[src/design/dpagc_pkg.sv]
// Constants shared by the driver status and AGC limit register block
//
// Overview of operation
// (RULE1) Status flags meaningful only without a short
// (RULE2) Six driver off flags, set at reset
// (RULE3) Reserved fields written zero, read zero
// (RULE4) Bit five low applies driver pop sequencing
// (RULE5) Bit four picks 802 or 4006 ms
// (RULE6) Mic gain cap, 0.5 dB steps, resets all ones
// (RULE7) Mic enters silence after below-threshold debounce
// (RULE8) Mic leaves silence after its own debounce
// (RULE9) Cell cap code map with invalid band
// (RULE10) Cell enters silence after its debounce time
// (RULE11) Cell leaves silence after its debounce time
// (RULE12) Enabled AGC gain never exceeds programmed cap
package dpagc_pkg;
    // ----------------
    // Register indices, byte address is four times the index
    // ----------------
    localparam logic [7:0] IDX_DRV_STATUS = 8'h25;
    localparam logic [7:0] IDX_MIC_LIMITS = 8'h26;
    localparam logic [7:0] IDX_CELL_LIMITS = 8'h28;
    localparam logic [7:0] IDX_CTRL = 8'h29;
    localparam logic [7:0] IDX_STATE = 8'h2A;

    // ----------------
    // Field positions
    // ----------------
    localparam int FLAG_HI = 15;
    localparam int FLAG_LO = 10;
    localparam int POP_DIS_BIT = 5;
    localparam int POP_LEN_BIT = 4;
    localparam int CAP_HI = 15;
    localparam int CAP_LO = 9;
    localparam int NS_HI = 8;
    localparam int NS_LO = 6;
    localparam int SN_HI = 5;
    localparam int SN_LO = 3;
    localparam int CTRL_REQ_HI = 5;
    localparam int CTRL_CAP_MODE = 6;
    localparam int CTRL_MIC_EN = 7;
    localparam int CTRL_CELL_EN = 8;

    // ----------------
    // Reset values
    // ----------------
    localparam logic [5:0] FLAGS_RST = 6'h3F;
    localparam logic [6:0] CAP_RST = 7'h7F;
    localparam logic [2:0] DEB_RST = 3'h0;
    localparam logic [8:0] CTRL_RST = 9'h000;
    // Drivers taking pop sequencing: speaker a/b, handset, vground
    localparam logic [5:0] SEQ_MASK = 6'h3C;
    localparam logic [5:0] SPK_MASK = 6'h30;

    // ----------------
    // Cell cap codes
    // ----------------
    localparam logic [6:0] CELL_TOP_VALID = 7'h44;
    localparam logic [6:0] CELL_12DB = 7'h5D;

    // ----------------
    // Timing
    // ----------------
    localparam int CLK_MHZ = 100;
    localparam int HALF_MS_US = 500;
    localparam int HALF_MS_CYCLES = HALF_MS_US * CLK_MHZ;
    localparam int POP_SHORT_MS = 802;
    localparam int POP_LONG_MS = 4006;
    localparam int POP_CAPLESS_MS = 10;
    localparam logic [13:0] POP_SHORT_TICKS = 14'(POP_SHORT_MS * 2);
    localparam logic [13:0] POP_LONG_TICKS = 14'(POP_LONG_MS * 2);
    localparam logic [13:0] POP_CAPLESS_TICKS = 14'(POP_CAPLESS_MS * 2);

    // Debounce code to half-millisecond ticks; 110 taken as 32 ms
    function automatic logic [6:0] deb_ticks(input logic [2:0] code);
        logic [6:0] t;
        t = 7'h00;
        unique case (code)
            3'h0: t = 7'h00;
            3'h1: t = 7'h01;
            3'h2: t = 7'h02;
            3'h3: t = 7'h04;
            3'h4: t = 7'h08;
            3'h5: t = 7'h10;
            3'h6: t = 7'h40;
            3'h7: t = 7'h40;
        endcase
        return t;
    endfunction
endpackage

[src/design/dpagc_reg_if.sv]
// Internal register access carrier between bus slave and register bank
`timescale 1ns/1ns
interface dpagc_reg_if;
    logic        wr;
    logic [7:0]  idx;
    logic [15:0] wdata;
    logic [15:0] rdata;
    logic        hit;
    modport slave (output wr, idx, wdata, input rdata, hit);
    modport regs (input wr, idx, wdata, output rdata, hit);
endinterface

[src/design/dpagc_top.sv]
// Driver power-down status, pop sequencing and AGC limit registers
//
// Added by the designer: the AHB-Lite slave port.
`timescale 1ns/1ns
module dpagc_top #(
    parameter int HALF_MS_CYCLES = dpagc_pkg::HALF_MS_CYCLES
) (
    input  wire logic        i_clk,
    input  wire logic        i_reset_n,
    input  wire logic        i_hsel,
    input  wire logic [31:0] i_haddr,
    input  wire logic [1:0]  i_htrans,
    input  wire logic        i_hwrite,
    input  wire logic [2:0]  i_hsize,
    input  wire logic [31:0] i_hwdata,
    input  wire logic        i_hready,
    output logic      [31:0] o_hrdata,
    output logic             o_hreadyout,
    output logic             o_hresp,
    input  wire logic        i_short_detect,
    input  wire logic        i_mic_below_thr,
    input  wire logic        i_cell_below_thr,
    input  wire logic [6:0]  i_mic_gain_req,
    input  wire logic [6:0]  i_cell_gain_req,
    output logic      [6:0]  o_mic_gain,
    output logic      [6:0]  o_cell_gain,
    output logic             o_mic_silence,
    output logic             o_cell_silence,
    output logic      [5:0]  o_drv_enable,
    output logic             o_pop_busy
);
    // ---------------------------------------------------------------
    // State
    // ---------------------------------------------------------------
    typedef enum logic {POP_IDLE, POP_RUN} dpagc_pop_e;

    typedef struct packed {
        logic        sync1;
        logic        sync2;
        logic        sync3;
        logic        short_q;
        logic        pop_dis;
        logic        pop_len;
        logic [6:0]  mic_cap;
        logic [2:0]  mic_ns;
        logic [2:0]  mic_sn;
        logic [6:0]  cell_cap;
        logic [2:0]  cell_ns;
        logic [2:0]  cell_sn;
        logic [8:0]  ctrl;
        dpagc_pop_e  pop_st;
        logic [13:0] pop_cnt;
        logic [5:0]  granted;
        logic [5:0]  drv_on;
        logic [15:0] tick_cnt;
        logic        tick;
    } dpagc_top_s;

    localparam logic [15:0] TICK_LAST = 16'(HALF_MS_CYCLES - 1);

    dpagc_top_s st_reg;
    dpagc_top_s st_next;

    dpagc_reg_if rif ();

    logic [5:0]  req;
    logic [5:0]  flags;
    logic [5:0]  seq_pending;
    logic [13:0] pop_ticks;
    logic        mic_silence;
    logic        cell_silence;

    // ---------------------------------------------------------------
    // Bus slave
    // ---------------------------------------------------------------
    dpagc_ahb_slave u_slave (
        .i_clk       (i_clk),
        .i_reset_n   (i_reset_n),
        .i_hsel      (i_hsel),
        .i_haddr     (i_haddr),
        .i_htrans    (i_htrans),
        .i_hwrite    (i_hwrite),
        .i_hwdata    (i_hwdata),
        .i_hready    (i_hready),
        .o_hrdata    (o_hrdata),
        .o_hreadyout (o_hreadyout),
        .bus         (rif.slave)
    );

    // Only word transfers are used, so size plays no part in decode
    assign o_hresp = 1'b0;

    // ---------------------------------------------------------------
    // Derived control
    // ---------------------------------------------------------------
    // Driver power requests come from the control register
    assign req = st_reg.ctrl[dpagc_pkg::CTRL_REQ_HI:0];

    // A driver reads powered down whenever it is not driving
    assign flags = ~st_reg.drv_on; // RULE2

    // Sequenced drivers asked for but not yet through the sequence
    assign seq_pending = req & dpagc_pkg::SEQ_MASK & ~st_reg.granted;

    // Long sequence only for speakers in cap-coupled mode
    always_comb
    begin
        pop_ticks = dpagc_pkg::POP_CAPLESS_TICKS;
        if (st_reg.ctrl[dpagc_pkg::CTRL_CAP_MODE]
            && |(seq_pending & dpagc_pkg::SPK_MASK))
        begin
            pop_ticks = st_reg.pop_len ? dpagc_pkg::POP_LONG_TICKS
                                       : dpagc_pkg::POP_SHORT_TICKS; // RULE5
        end
    end

    // ---------------------------------------------------------------
    // Read mux
    // ---------------------------------------------------------------
    // Reserved bits are held at zero here, whatever was written
    always_comb
    begin
        rif.rdata = 16'h0000;
        rif.hit = 1'b1;
        unique case (rif.idx)
            dpagc_pkg::IDX_DRV_STATUS:
            begin
                rif.rdata[dpagc_pkg::FLAG_HI:dpagc_pkg::FLAG_LO] = flags; // RULE2
                rif.rdata[dpagc_pkg::POP_DIS_BIT] = st_reg.pop_dis;
                rif.rdata[dpagc_pkg::POP_LEN_BIT] = st_reg.pop_len; // RULE3
            end
            dpagc_pkg::IDX_MIC_LIMITS:
            begin
                rif.rdata[dpagc_pkg::CAP_HI:dpagc_pkg::CAP_LO] = st_reg.mic_cap;
                rif.rdata[dpagc_pkg::NS_HI:dpagc_pkg::NS_LO] = st_reg.mic_ns;
                rif.rdata[dpagc_pkg::SN_HI:dpagc_pkg::SN_LO] = st_reg.mic_sn;
            end
            dpagc_pkg::IDX_CELL_LIMITS:
            begin
                rif.rdata[dpagc_pkg::CAP_HI:dpagc_pkg::CAP_LO] = st_reg.cell_cap;
                rif.rdata[dpagc_pkg::NS_HI:dpagc_pkg::NS_LO] = st_reg.cell_ns;
                rif.rdata[dpagc_pkg::SN_HI:dpagc_pkg::SN_LO] = st_reg.cell_sn;
            end
            dpagc_pkg::IDX_CTRL:
            begin
                rif.rdata[8:0] = st_reg.ctrl;
            end
            dpagc_pkg::IDX_STATE:
            begin
                rif.rdata[0] = st_reg.short_q; // RULE1
                rif.rdata[1] = (st_reg.pop_st == POP_RUN);
                rif.rdata[2] = mic_silence;
                rif.rdata[3] = cell_silence;
            end
            default:
            begin
                rif.hit = 1'b0;
            end
        endcase
    end

    // ---------------------------------------------------------------
    // Next state
    // ---------------------------------------------------------------
    always_comb
    begin
        st_next = st_reg;

        // Short input crosses in; a change counts when two stages agree
        st_next.sync1 = i_short_detect;
        st_next.sync2 = st_reg.sync1;
        st_next.sync3 = st_reg.sync2;
        if (st_reg.sync2 == st_reg.sync3)
            st_next.short_q = st_reg.sync3;

        // Half-millisecond enable for sequencing and debounce
        st_next.tick = 1'b0;
        if (st_reg.tick_cnt == TICK_LAST)
        begin
            st_next.tick_cnt = 16'h0000;
            st_next.tick = 1'b1;
        end
        else
        begin
            st_next.tick_cnt = st_reg.tick_cnt + 16'h0001;
        end

        // Register writes; reserved bits are simply not stored
        if (rif.wr)
        begin
            unique case (rif.idx)
                dpagc_pkg::IDX_DRV_STATUS:
                begin
                    st_next.pop_dis = rif.wdata[dpagc_pkg::POP_DIS_BIT];
                    st_next.pop_len = rif.wdata[dpagc_pkg::POP_LEN_BIT];
                end
                dpagc_pkg::IDX_MIC_LIMITS:
                begin
                    st_next.mic_cap = rif.wdata[dpagc_pkg::CAP_HI:dpagc_pkg::CAP_LO];
                    st_next.mic_ns = rif.wdata[dpagc_pkg::NS_HI:dpagc_pkg::NS_LO];
                    st_next.mic_sn = rif.wdata[dpagc_pkg::SN_HI:dpagc_pkg::SN_LO];
                end
                dpagc_pkg::IDX_CELL_LIMITS:
                begin
                    st_next.cell_cap = rif.wdata[dpagc_pkg::CAP_HI:dpagc_pkg::CAP_LO];
                    st_next.cell_ns = rif.wdata[dpagc_pkg::NS_HI:dpagc_pkg::NS_LO];
                    st_next.cell_sn = rif.wdata[dpagc_pkg::SN_HI:dpagc_pkg::SN_LO];
                end
                dpagc_pkg::IDX_CTRL:
                begin
                    st_next.ctrl = rif.wdata[8:0];
                end
                default:
                begin
                end
            endcase
        end

        // Dropping a request forgets the completed sequence
        st_next.granted = st_reg.granted & req;

        // Pop sequencer
        unique case (st_reg.pop_st)
            POP_IDLE:
            begin
                if (st_reg.pop_dis)
                begin
                    st_next.granted = req & dpagc_pkg::SEQ_MASK; // RULE4
                end
                else if (|seq_pending && !st_reg.short_q)
                begin
                    st_next.pop_cnt = pop_ticks; // RULE4 RULE5
                    st_next.pop_st = POP_RUN;
                end
            end
            POP_RUN:
            begin
                // A short, or withdrawal of every pending sequenced request, abandons the sequence
                if (st_reg.short_q || ~|seq_pending)
                begin
                    st_next.pop_st = POP_IDLE;
                end
                else if (st_reg.pop_cnt == 14'h0000)
                begin
                    st_next.granted = req & dpagc_pkg::SEQ_MASK; // RULE4
                    st_next.pop_st = POP_IDLE;
                end
                else if (st_reg.tick)
                begin
                    st_next.pop_cnt = st_reg.pop_cnt - 14'h0001;
                end
            end
        endcase

        // Drivers: unsequenced ones follow the request directly.
        // A short drops every driver, so flags then carry no meaning.
        st_next.drv_on = req & (~dpagc_pkg::SEQ_MASK | st_next.granted);
        if (st_reg.short_q)
            st_next.drv_on = 6'h00; // RULE1
    end

    // ---------------------------------------------------------------
    // State register
    // ---------------------------------------------------------------
    always_ff @(posedge i_clk or negedge i_reset_n)
    begin
        if (!i_reset_n)
        begin
            st_reg <= '{
                sync1: 1'b0,
                sync2: 1'b0,
                sync3: 1'b0,
                short_q: 1'b0,
                pop_dis: 1'b0,
                pop_len: 1'b0,
                mic_cap: dpagc_pkg::CAP_RST,
                mic_ns: dpagc_pkg::DEB_RST,
                mic_sn: dpagc_pkg::DEB_RST,
                cell_cap: dpagc_pkg::CAP_RST,
                cell_ns: dpagc_pkg::DEB_RST,
                cell_sn: dpagc_pkg::DEB_RST,
                ctrl: dpagc_pkg::CTRL_RST,
                pop_st: POP_IDLE,
                pop_cnt: 14'h0000,
                granted: 6'h00,
                drv_on: ~dpagc_pkg::FLAGS_RST,
                tick_cnt: 16'h0000,
                tick: 1'b0
            };
        end
        else
        begin
            st_reg <= st_next;
        end
    end

    // ---------------------------------------------------------------
    // AGC paths
    // ---------------------------------------------------------------
    // Microphone path
    dpagc_agc_path #(
        .CELL (1'b0)
    ) u_mic (
        .i_clk      (i_clk),
        .i_reset_n  (i_reset_n),
        .i_tick     (st_reg.tick),
        .i_below    (i_mic_below_thr),
        .i_enable   (st_reg.ctrl[dpagc_pkg::CTRL_MIC_EN]),
        .i_cap      (st_reg.mic_cap),
        .i_ns_code  (st_reg.mic_ns),
        .i_sn_code  (st_reg.mic_sn),
        .i_gain_req (i_mic_gain_req),
        .o_gain     (o_mic_gain),
        .o_silence  (mic_silence)
    );

    // Cell-phone input path, with its own cap encoding
    dpagc_agc_path #(
        .CELL (1'b1)
    ) u_cell (
        .i_clk      (i_clk),
        .i_reset_n  (i_reset_n),
        .i_tick     (st_reg.tick),
        .i_below    (i_cell_below_thr),
        .i_enable   (st_reg.ctrl[dpagc_pkg::CTRL_CELL_EN]),
        .i_cap      (st_reg.cell_cap),
        .i_ns_code  (st_reg.cell_ns),
        .i_sn_code  (st_reg.cell_sn),
        .i_gain_req (i_cell_gain_req),
        .o_gain     (o_cell_gain),
        .o_silence  (cell_silence)
    );

    // ---------------------------------------------------------------
    // Outputs
    // ---------------------------------------------------------------
    assign o_mic_silence = mic_silence;
    assign o_cell_silence = cell_silence;
    assign o_drv_enable = st_reg.drv_on;
    assign o_pop_busy = (st_reg.pop_st == POP_RUN);
endmodule

[src/design/dpagc_ahb_slave.sv]
// AHB-Lite slave: zero-wait writes, one-wait reads
`timescale 1ns/1ns
module dpagc_ahb_slave (
    input  wire logic        i_clk,
    input  wire logic        i_reset_n,
    input  wire logic        i_hsel,
    input  wire logic [31:0] i_haddr,
    input  wire logic [1:0]  i_htrans,
    input  wire logic        i_hwrite,
    input  wire logic [31:0] i_hwdata,
    input  wire logic        i_hready,
    output logic      [31:0] o_hrdata,
    output logic             o_hreadyout,
    dpagc_reg_if.slave       bus
);
    typedef enum logic [1:0] {SL_IDLE, SL_WRITE, SL_RWAIT, SL_RDATA} dpagc_sl_e;
    typedef struct packed {
        dpagc_sl_e   ph;
        logic [7:0]  idx;
        logic [31:0] rdata;
    } dpagc_sl_s;
    dpagc_sl_s st_reg;
    dpagc_sl_s st_next;

    // ---------------------------------------------------------------
    // Phase tracking
    // ---------------------------------------------------------------
    // Reads wait one cycle so a write just before is always seen
    always_comb
    begin
        st_next = st_reg;
        if (st_reg.ph == SL_RWAIT)
        begin
            st_next.rdata = bus.hit ? {16'h0000, bus.rdata} : 32'h0000_0000;
            st_next.ph = SL_RDATA;
        end
        else if (i_hsel && i_htrans[1] && i_hready)
        begin
            st_next.idx = i_haddr[9:2];
            st_next.ph = i_hwrite ? SL_WRITE : SL_RWAIT;
        end
        else
        begin
            st_next.ph = SL_IDLE;
        end
    end

    always_ff @(posedge i_clk or negedge i_reset_n)
    begin
        if (!i_reset_n)
            st_reg <= '{ph: SL_IDLE, idx: 8'h00, rdata: 32'h0000_0000};
        else
            st_reg <= st_next;
    end

    // Response is always OKAY, unmapped reads give zero
    assign o_hreadyout = (st_reg.ph != SL_RWAIT);
    assign o_hrdata = st_reg.rdata;
    assign bus.wr = (st_reg.ph == SL_WRITE);
    assign bus.idx = st_reg.idx;
    assign bus.wdata = i_hwdata[15:0];
endmodule

[src/design/dpagc_agc_path.sv]
// One AGC path: silence debounce and gain cap
`timescale 1ns/1ns
module dpagc_agc_path #(
    parameter bit CELL = 1'b0
) (
    input  wire logic       i_clk,
    input  wire logic       i_reset_n,
    input  wire logic       i_tick,
    input  wire logic       i_below,
    input  wire logic       i_enable,
    input  wire logic [6:0] i_cap,
    input  wire logic [2:0] i_ns_code,
    input  wire logic [2:0] i_sn_code,
    input  wire logic [6:0] i_gain_req,
    output logic      [6:0] o_gain,
    output logic            o_silence
);
    typedef struct packed {
        logic       silent;
        logic [6:0] cnt;
        logic [6:0] gain;
    } dpagc_path_s;
    dpagc_path_s st_reg;
    dpagc_path_s st_next;
    logic [6:0] cap_eff;
    logic [6:0] req_eff;
    logic [6:0] limit;

    // ---------------------------------------------------------------
    // Cap normalising: invalid cell codes fold to the top valid step
    // ---------------------------------------------------------------
    always_comb
    begin
        cap_eff = i_cap;
        req_eff = i_gain_req;
        if (CELL)
        begin
            if (i_cap >= dpagc_pkg::CELL_12DB)
                cap_eff = dpagc_pkg::CELL_12DB; // RULE9
            else if (i_cap > dpagc_pkg::CELL_TOP_VALID)
                cap_eff = dpagc_pkg::CELL_TOP_VALID; // RULE9
            if (i_gain_req >= dpagc_pkg::CELL_12DB)
                req_eff = dpagc_pkg::CELL_12DB;
        end
        limit = (req_eff > cap_eff) ? cap_eff : req_eff; // RULE6 RULE12
    end

    // ---------------------------------------------------------------
    // Silence debounce and gain register
    // ---------------------------------------------------------------
    always_comb
    begin
        st_next = st_reg;
        st_next.gain = i_enable ? limit : i_gain_req; // RULE12
        if (!i_enable)
        begin
            st_next.silent = 1'b0;
            st_next.cnt = 7'h00;
        end
        else if (st_reg.silent == i_below)
        begin
            st_next.cnt = 7'h00; // Level agrees with mode, restart
        end
        else if (st_reg.cnt >= dpagc_pkg::deb_ticks(st_reg.silent ? i_sn_code : i_ns_code))
        begin
            st_next.silent = i_below; // RULE7 RULE8 RULE10 RULE11
            st_next.cnt = 7'h00;
        end
        else if (i_tick)
        begin
            st_next.cnt = st_reg.cnt + 7'h01;
        end
    end

    always_ff @(posedge i_clk or negedge i_reset_n)
    begin
        if (!i_reset_n)
            st_reg <= '{silent: 1'b0, cnt: 7'h00, gain: 7'h00};
        else
            st_reg <= st_next;
    end

    assign o_gain = st_reg.gain;
    assign o_silence = st_reg.silent;
endmodule

[config.mk]
export PLATFORM = sky130hd
export DESIGN_NAME = dpagc_top
export DESIGN_NICKNAME = d
export VERILOG_FILES = /design/src/design/dpagc_pkg.sv /design/src/design/dpagc_reg_if.sv /design/src/design/dpagc_top.sv /design/src/design/dpagc_ahb_slave.sv /design/src/design/dpagc_agc_path.sv
export SDC_FILE = /design/constraint.sdc
export NUM_CORES = 1
export LEC_CHECK = 0
export ABC_AREA = 1
export BUFFER_PORTS_ARGS = -buffer_cell sky130_fd_sc_hd__buf_2
export CORE_MARGIN = 1
export CORE_UTILIZATION = 52
export CTS_BUF_LIST = sky130_fd_sc_hd__clkbuf_4 sky130_fd_sc_hd__clkbuf_8
export DETAILED_ROUTE_END_ITERATION = 12
export PLACE_DENSITY = 0.83
export SYNTH_ARGS = -nofsm -noshare
export SYNTH_HDL_FRONTEND = slang
export SYNTH_SLANG_ARGS = --single-unit
[constraint.sdc]
create_clock -name i_clk -period 2.4 [get_ports i_clk]
set_input_delay 0 -clock i_clk [delete_from_list [all_inputs] [get_ports i_clk]]
set_output_delay 0 -clock i_clk [all_outputs]
set_load 0.02 [all_outputs]
## Yosys cells after proc, flatten, opt, wreduce, memory -nomap -nowiden

Memory sizes are Yosys's and may differ from the RTL's.
Cells that the tools add are included.

| storage, ports and cells | value |
|---|---|
| register bits after elaboration | 157 |
| bits in latches | 0 |
| memory bits (writable) | 0 |
| memory bits (read-only) | 96 |
| output and inout bits | 57 |
| logic and storage cells | 141 |
| memories | 2 |

Memories:

| memory | words | width | rd ports | clocked after Yosys merged registers in | wr ports | RTL line | source |
|---|---|---|---|---|---|---|---|
| (name not given) | 8 | 6 | 1 | 0 | 0 | dpagc_pkg.sv:78 | `unique case (code)` |
| (name not given) | 8 | 6 | 1 | 0 | 0 | dpagc_pkg.sv:78 |  |

| cells by class | value |
|---|---|
| $add $sub $neg | 4 |
| multiply operators | 0 |
| divide/modulo/power cells | 0 |
| $lt $le $gt $ge | 7 |
| eq/ne operators | 23 |
| shifts and indexed selects | 0 |
| muxes and demuxes | 51 |
| bitwise operators | 7 |
| reductions and logical operators | 19 |

Operators by type and width:

| kind | number |
|---|---|
| $mux 7 | 17 |
| $mux 14 | 3 |
| $pmux 21 s2 | 1 |
| $eq 8x6->1 const B | 5 |
| $mux 16 | 2 |
| $mux 15 | 2 |
| $mux 20 | 1 |
| $and 6x6->6 | 3 |
| $mux 6 | 3 |
| $pmux 6 s3 | 1 |
| $add 16x1->16 const B | 1 |
| $eq 16x16->1 const B | 1 |
| $mux 8 | 2 |
| $ne 2x2->1 const B | 8 |
| $add 7x1->7 const B | 2 |
| $ge 7x7->1 | 2 |
| $ge 7x7->1 const B | 2 |
| $gt 7x7->1 | 2 |
| $logic_not 14->1 | 1 |
| $reduce_and 2->1 | 7 |
| $sub 14x1->14 const B | 1 |
| $mux 13 | 1 |
| $not 6->6 | 2 |
| $pmux 3 s3 | 1 |
| other kinds (21) | 40 |

## Longest topological paths before layout

| depth | value |
|---|---|
| word-level depth | 10 |
| gate-level depth with buffers | 17 |
| depth with buffers taken out | 17 |

## Cells and area by module

Synthesis repeated with hierarchy kept, for this count alone.

| second synthesis, totals | value |
|---|---|
| cells, all modules | 1079 |
| area, all modules | 8510.7 um2 |

By module, submodules not included:

| module | times used | cells an instance | area each (um2) | sequential area each (um2) |
|---|---|---|---|---|
| dpagc_top | 1 | 559 | 4394.2 | 2094.5 |
| dpagc_ahb_slave | 1 | 172 | 1572.8 | 650.6 |
| dpagc_agc_path (u_cell) | 1 | 199 | 1395.1 | 375.4 |
| dpagc_agc_path (u_mic) | 1 | 149 | 1148.6 | 375.4 |

## Worst setup path before layout

OpenSTA, ideal clock, no wires.

| path | value |
|---|---|
| path kind | register to register |
| start | reg u_mic.st_reg (netlist bit u_mic.o_silence) |
| end | reg u_mic.st_reg[10] in the netlist's numbering |
| library setup time | 0.073 ns |
| data arrival time | 2.444 ns |
| slack | -0.117 ns |
| cell stages (with the launch flop) | 18 |
| path buffers | 0 |
| period minus slack after synthesis | 2.517 ns |
| cells stage by stage | dfrtp_1 > inv_1 > or2_2 > o21ai_0 > inv_1 > nor3_1 > ha_1 > inv_1 > a21boi_0 > o21ai_0 > a21boi_0 > o21ai_0 > nand2_1 > nand2_1 > nand2_1 > nor2_1 > nand2_1 > nor2_1 |

| on the way | value |
|---|---|
| cells in the longest elaborated chain, start to end | 8 |
| elaborated cells on any way between the ends | 10 |
| those cells by class | 1 x order compare; 2 x eq/ne; 6 x mux; 1 x memory |

RTL lines:

| what | RTL line | source |
|---|---|---|
| start, declared | dpagc_agc_path.sv:23 | `dpagc_path_s st_reg;` |
| start signal, assigned | dpagc_agc_path.sv:78 | `st_reg <= '{silent: 1'b0, cnt: 7'h00, gain: 7'h00};` |
| start signal, assigned | dpagc_agc_path.sv:80 | `st_reg <= st_next;` |
| $mux 3 | dpagc_agc_path.sv:64 | `else if (st_reg.cnt >= dpagc_pkg::deb_ticks(st_reg.silent ? i_sn_code : i_ns_code))` |
| $mem_v2 8x6 | -- |  |
| $mux 7 | dpagc_agc_path.sv:60 | `else if (st_reg.silent == i_below)` |
| $mux 7 | dpagc_agc_path.sv:55 | `if (!i_enable)` |
| $ge 7x7->1 | dpagc_agc_path.sv:64 |  |
| $mux 7 | dpagc_agc_path.sv:64 |  |
| $mux 7 | dpagc_agc_path.sv:60 |  |
| $mux 8 | dpagc_agc_path.sv:55 |  |

Parallel ways exist; a longest one is shown, timed or not. The select of a mux whose other input is x is not followed.
A chain may end at the register's enable or synchronous reset.

## Worst setup path after layout

Ends and elaborated chain as after synthesis.

==> impl_metrics.csv <==
group,metric,value,unit
timing,final.period_utilization,1.01,
clock_tree,htree_levels,4,
grt,grt_max_degree,75,
power,leakagePower,4.82,nW
grt,met3_usage,0.0483,
critical_path,start_kind,"flip-flop",
grt,antenna_found_initial,0,
die,pin_count,148,
grt,busiest_layer,"met2",
die,core,0.0140,mm2
synthesis,avgSynthCellArea,8.15,um2
clock_tree,cts_buffers,17,
synthesis,synth_compound_area_frac,0.114,
place,gp_congestion,0.925,
clock_tree,clkTransAtPathRegs,0.08,ns
routing,drtIter0Drc,523,
timing,tightest_slew,0.745,ns
synthesis,synthMuxAreaShare,0.00879,
timing,finClkSkew,0.0110,ns
synthesis,synth_seq_cells,139,
worst_hold_path,hold_path.class,"input pin to async pin",
final_layout,postLayoutCellArea,0.00925,mm2
routing,vias,6575,
synthesis,netlist.top_cell.by_area,"dfrtp_1",
timing,setup_violations,7,
timing,setup_ws,-0.0262,ns
critical_path,cp_data_arrival_time,2.81,ns
die,fp.dieW,122,um
critical_path,crit_chain,"inv_2, or2_4, o21ai_2, inv_2, buf_4, nand3_1, ha_1, a21boi_1, o21ai_1, a21boi_1, o21ai_1, nand2_1, nand2_1, nand2_2, nor2_4, nand2_4, nor2_2",
synthesis,synth_warnings,0,
synthesis,yosys.area_share.simple,0.219,
critical_path,required,2.79,ns
clock_tree,cts_tree,"yes",
final_layout,multiInputGateArea,0.00345,mm2
place,portBuffers,86,
die,start_util,0.538,
synthesis,synth-edff-count,0,
synthesis,ys_seq_area_frac,0.463,
power,power_density,912,mW/mm2
synthesis,syn_inst,926,
synthesis,synthTopCellsByArea,"dfrtp_1 41%, nand2_1 11%, inv_1 5.8%, buf_4 5.3%, o21ai_0 5.2%",
die,die_y,122,um
grt,grt_usage,0.260,
critical_path,slowest_delay,0.40,ns
die,dieArea,0.0150,mm2
final_layout,regArea,0.00350,mm2
final_layout,area_growth,22.5,%
synthesis,syn_area,0.00755,mm2
routing,drc_errors,0,
status,violations,"setup timing",
place,dp_hpwl,12700,um
synthesis,synthAdderAreaFrac,0.0494,
clock_tree,clock_latency,0.45,ns
final_layout,n_fill_cell,1084,
synthesis,ys_types,48,
synthesis,synth_ff_type,"dfrtp_1",
timing,fmaxAchievable,0.412,GHz
routing,ant_nets,0,
final_layout,fin_nets,1177,
synthesis,synth_top_area_share,0.414,
critical_path,cp-end-kind,"flip-flop",
clock_tree,clockBufferDepth,2,
synthesis,synthTopCellsByCount,"217 x nand2_1, 125 x dfrtp_1, 116 x inv_1, 78 x o21ai_0, 75 x nor2_1",
synthesis,synth_top_family_by_area,"simple AND/OR/NAND/NOR gates",
routing,dr.pass1.iters,5,
critical_path,cp_slowest_cell,"dfrtp_2",
final_layout,antenna_cells,0,
grt,grt_use_met1,0.317,
routing,drt-total-wl,18600,um
synthesis,synth-xor-area-share,0.0220,
status,status,"finished, violations left",
grt,grt_pass1_vias,6516,
timing,whs,0.152,ns
synthesis,synth.most_common_cell,"nand2_1",
grt,met2_usage,0.443,
clock_tree,cts_root_buf,"clkbuf_8",
grt,grt-ovfl-total,0,
place,place_area,0.00802,mm2
critical_path,critical_path_class,"flip-flop to flip-flop",
timing,min_period,2.43,ns
clock_tree,clock_sinks,139,
timing,final-hold-violation-count,0,
die,num_rows,43,
timing,slew_violations,0,
critical_path,crit_fanout,7,
routing,avgViaCountPerCell,5.26,
timing,timing.slew.headroom,0.502,
final_layout,largest_reg_flops,68,
timing,rsz0062_at_grt,"true",
final_layout,final_layout_size_suffix_gt1_frac,0.229,
synthesis,async_flop_share,1.00,
power,max-vdd-ir-drop,0.556,mV
run,maxCapViolations,0,
routing,post_drt_wl_per_cell,14.8,um
grt,grt_pass1_wl,30000,um
==> final cells by class <==
class | instances | share of cell area
clock buffers | 22 | 0.0300
well taps | 180 | 0.0244
clock inverters | 10 | 0.0179
multi-input cells | 616 | 0.374
inverters | 118 | 0.0484
flip-flops and latches | 139 | 0.378
repair buffers | 165 | 0.128
==> worst paths after layout <==
kind                                       from                to  slack (ns)  cells after the start
worst max-delay path            u_mic.o_silence  u_mic.st_reg[10]       -0.03                     17
worst min-delay path                  i_reset_n   u_mic.o_gain[2]        0.15                      2
worst max register to register  u_mic.o_silence  u_mic.st_reg[10]       -0.03                     17
worst min register to register      st_next[83]       st_next[82]        0.39                      0
max in group asynchronous             i_reset_n        st_reg[35]        1.44                      3
min in group i_clk               i_short_detect       st_next[83]        0.19                      2
==> worst max-delay path: cells and delay by family, from the launching register on <==
family	cells	cell delay, ns
simple gates	8	0.91
fa+ha+maj	1	0.23
buf+inv	3	0.25
flops	1	0.40
compound gates	5	0.58
==> report_power, final <==
group          internal [W]  switching [W]  total [W]
combinational       0.00114        0.00195    0.00309
sequential          0.00288       0.000345    0.00322
clock               0.00121       0.000919    0.00213
total               0.00522        0.00321    0.00844
==> stage by stage <==
stage	instances	setup TNS, ns	total power, W	utilization	worst slack (ns)
after floorplan	942	0	0.00524	-	0.0389
after global placement	1167	0	0.00582	0.571	0.0471
after detailed placement	1167	-0.766	0.00594	0.571	-0.112
after CTS	1247	0	0.00817	0.638	0.00650
after global routing	1250	-1.67	0.00895	0.659	-0.189
final	1250	-0.0902	0.00844	0.659	-0.0262
==> metal layers <==
layer / share of wire / routed length (um) / up-vias
li1: - / - / 3196
met1: 0.42 / 7750 / 3111
met2: 0.51 / 9400 / 225
met3: 0.050 / 933 / 43
met4: 0.025 / 471 / 0
met5: 0 / 0 / -
==> placed cells by master (no fill, tap or decap), types with 6 or more instances in the layout <==
| master | n |
|---|---|
| a21oi_1 | 28 |
| a21oi_2 | 7 |
| buf_2 | 85 |
| buf_4 | 28 |
| clkbuf_8 | 18 |
| conb_1 | 17 |
| dfrtp_1 | 124 |
| dfstp_2 | 14 |
| dlygate4sd3_1 | 46 |
| ha_1 | 25 |
| inv_1 | 110 |
| inv_2 | 6 |
| nand2_1 | 208 |
| nand2_2 | 9 |
| nand3_1 | 34 |
| nand3_2 | 13 |
| nand4_1 | 8 |
| nor2_1 | 66 |
| nor3_1 | 16 |
| o21ai_0 | 69 |
| o21ai_1 | 16 |
| o22ai_1 | 9 |
| xor2_1 | 17 |
==> logic make-up after synthesis <==
logic type | after synthesis
XOR/XNOR | 19
adder cells (fa/ha/maj) | 30
buffers and inverters | 187
AO/OA/AOI/OAI | 153
multiplexers | 6
AND/OR/NAND/NOR | 391
flip-flops | 139
other | 1
==> timing repair <==
item	4_1_cts	5_1_grt
hold endpoints to repair	143	0
gates resized for setup	11	67
pin swaps	3	29
hold buffers	46	0
endpoints found under the setup margin	13	23
setup buffers	2	3
(Power assumes the default switching activity.)
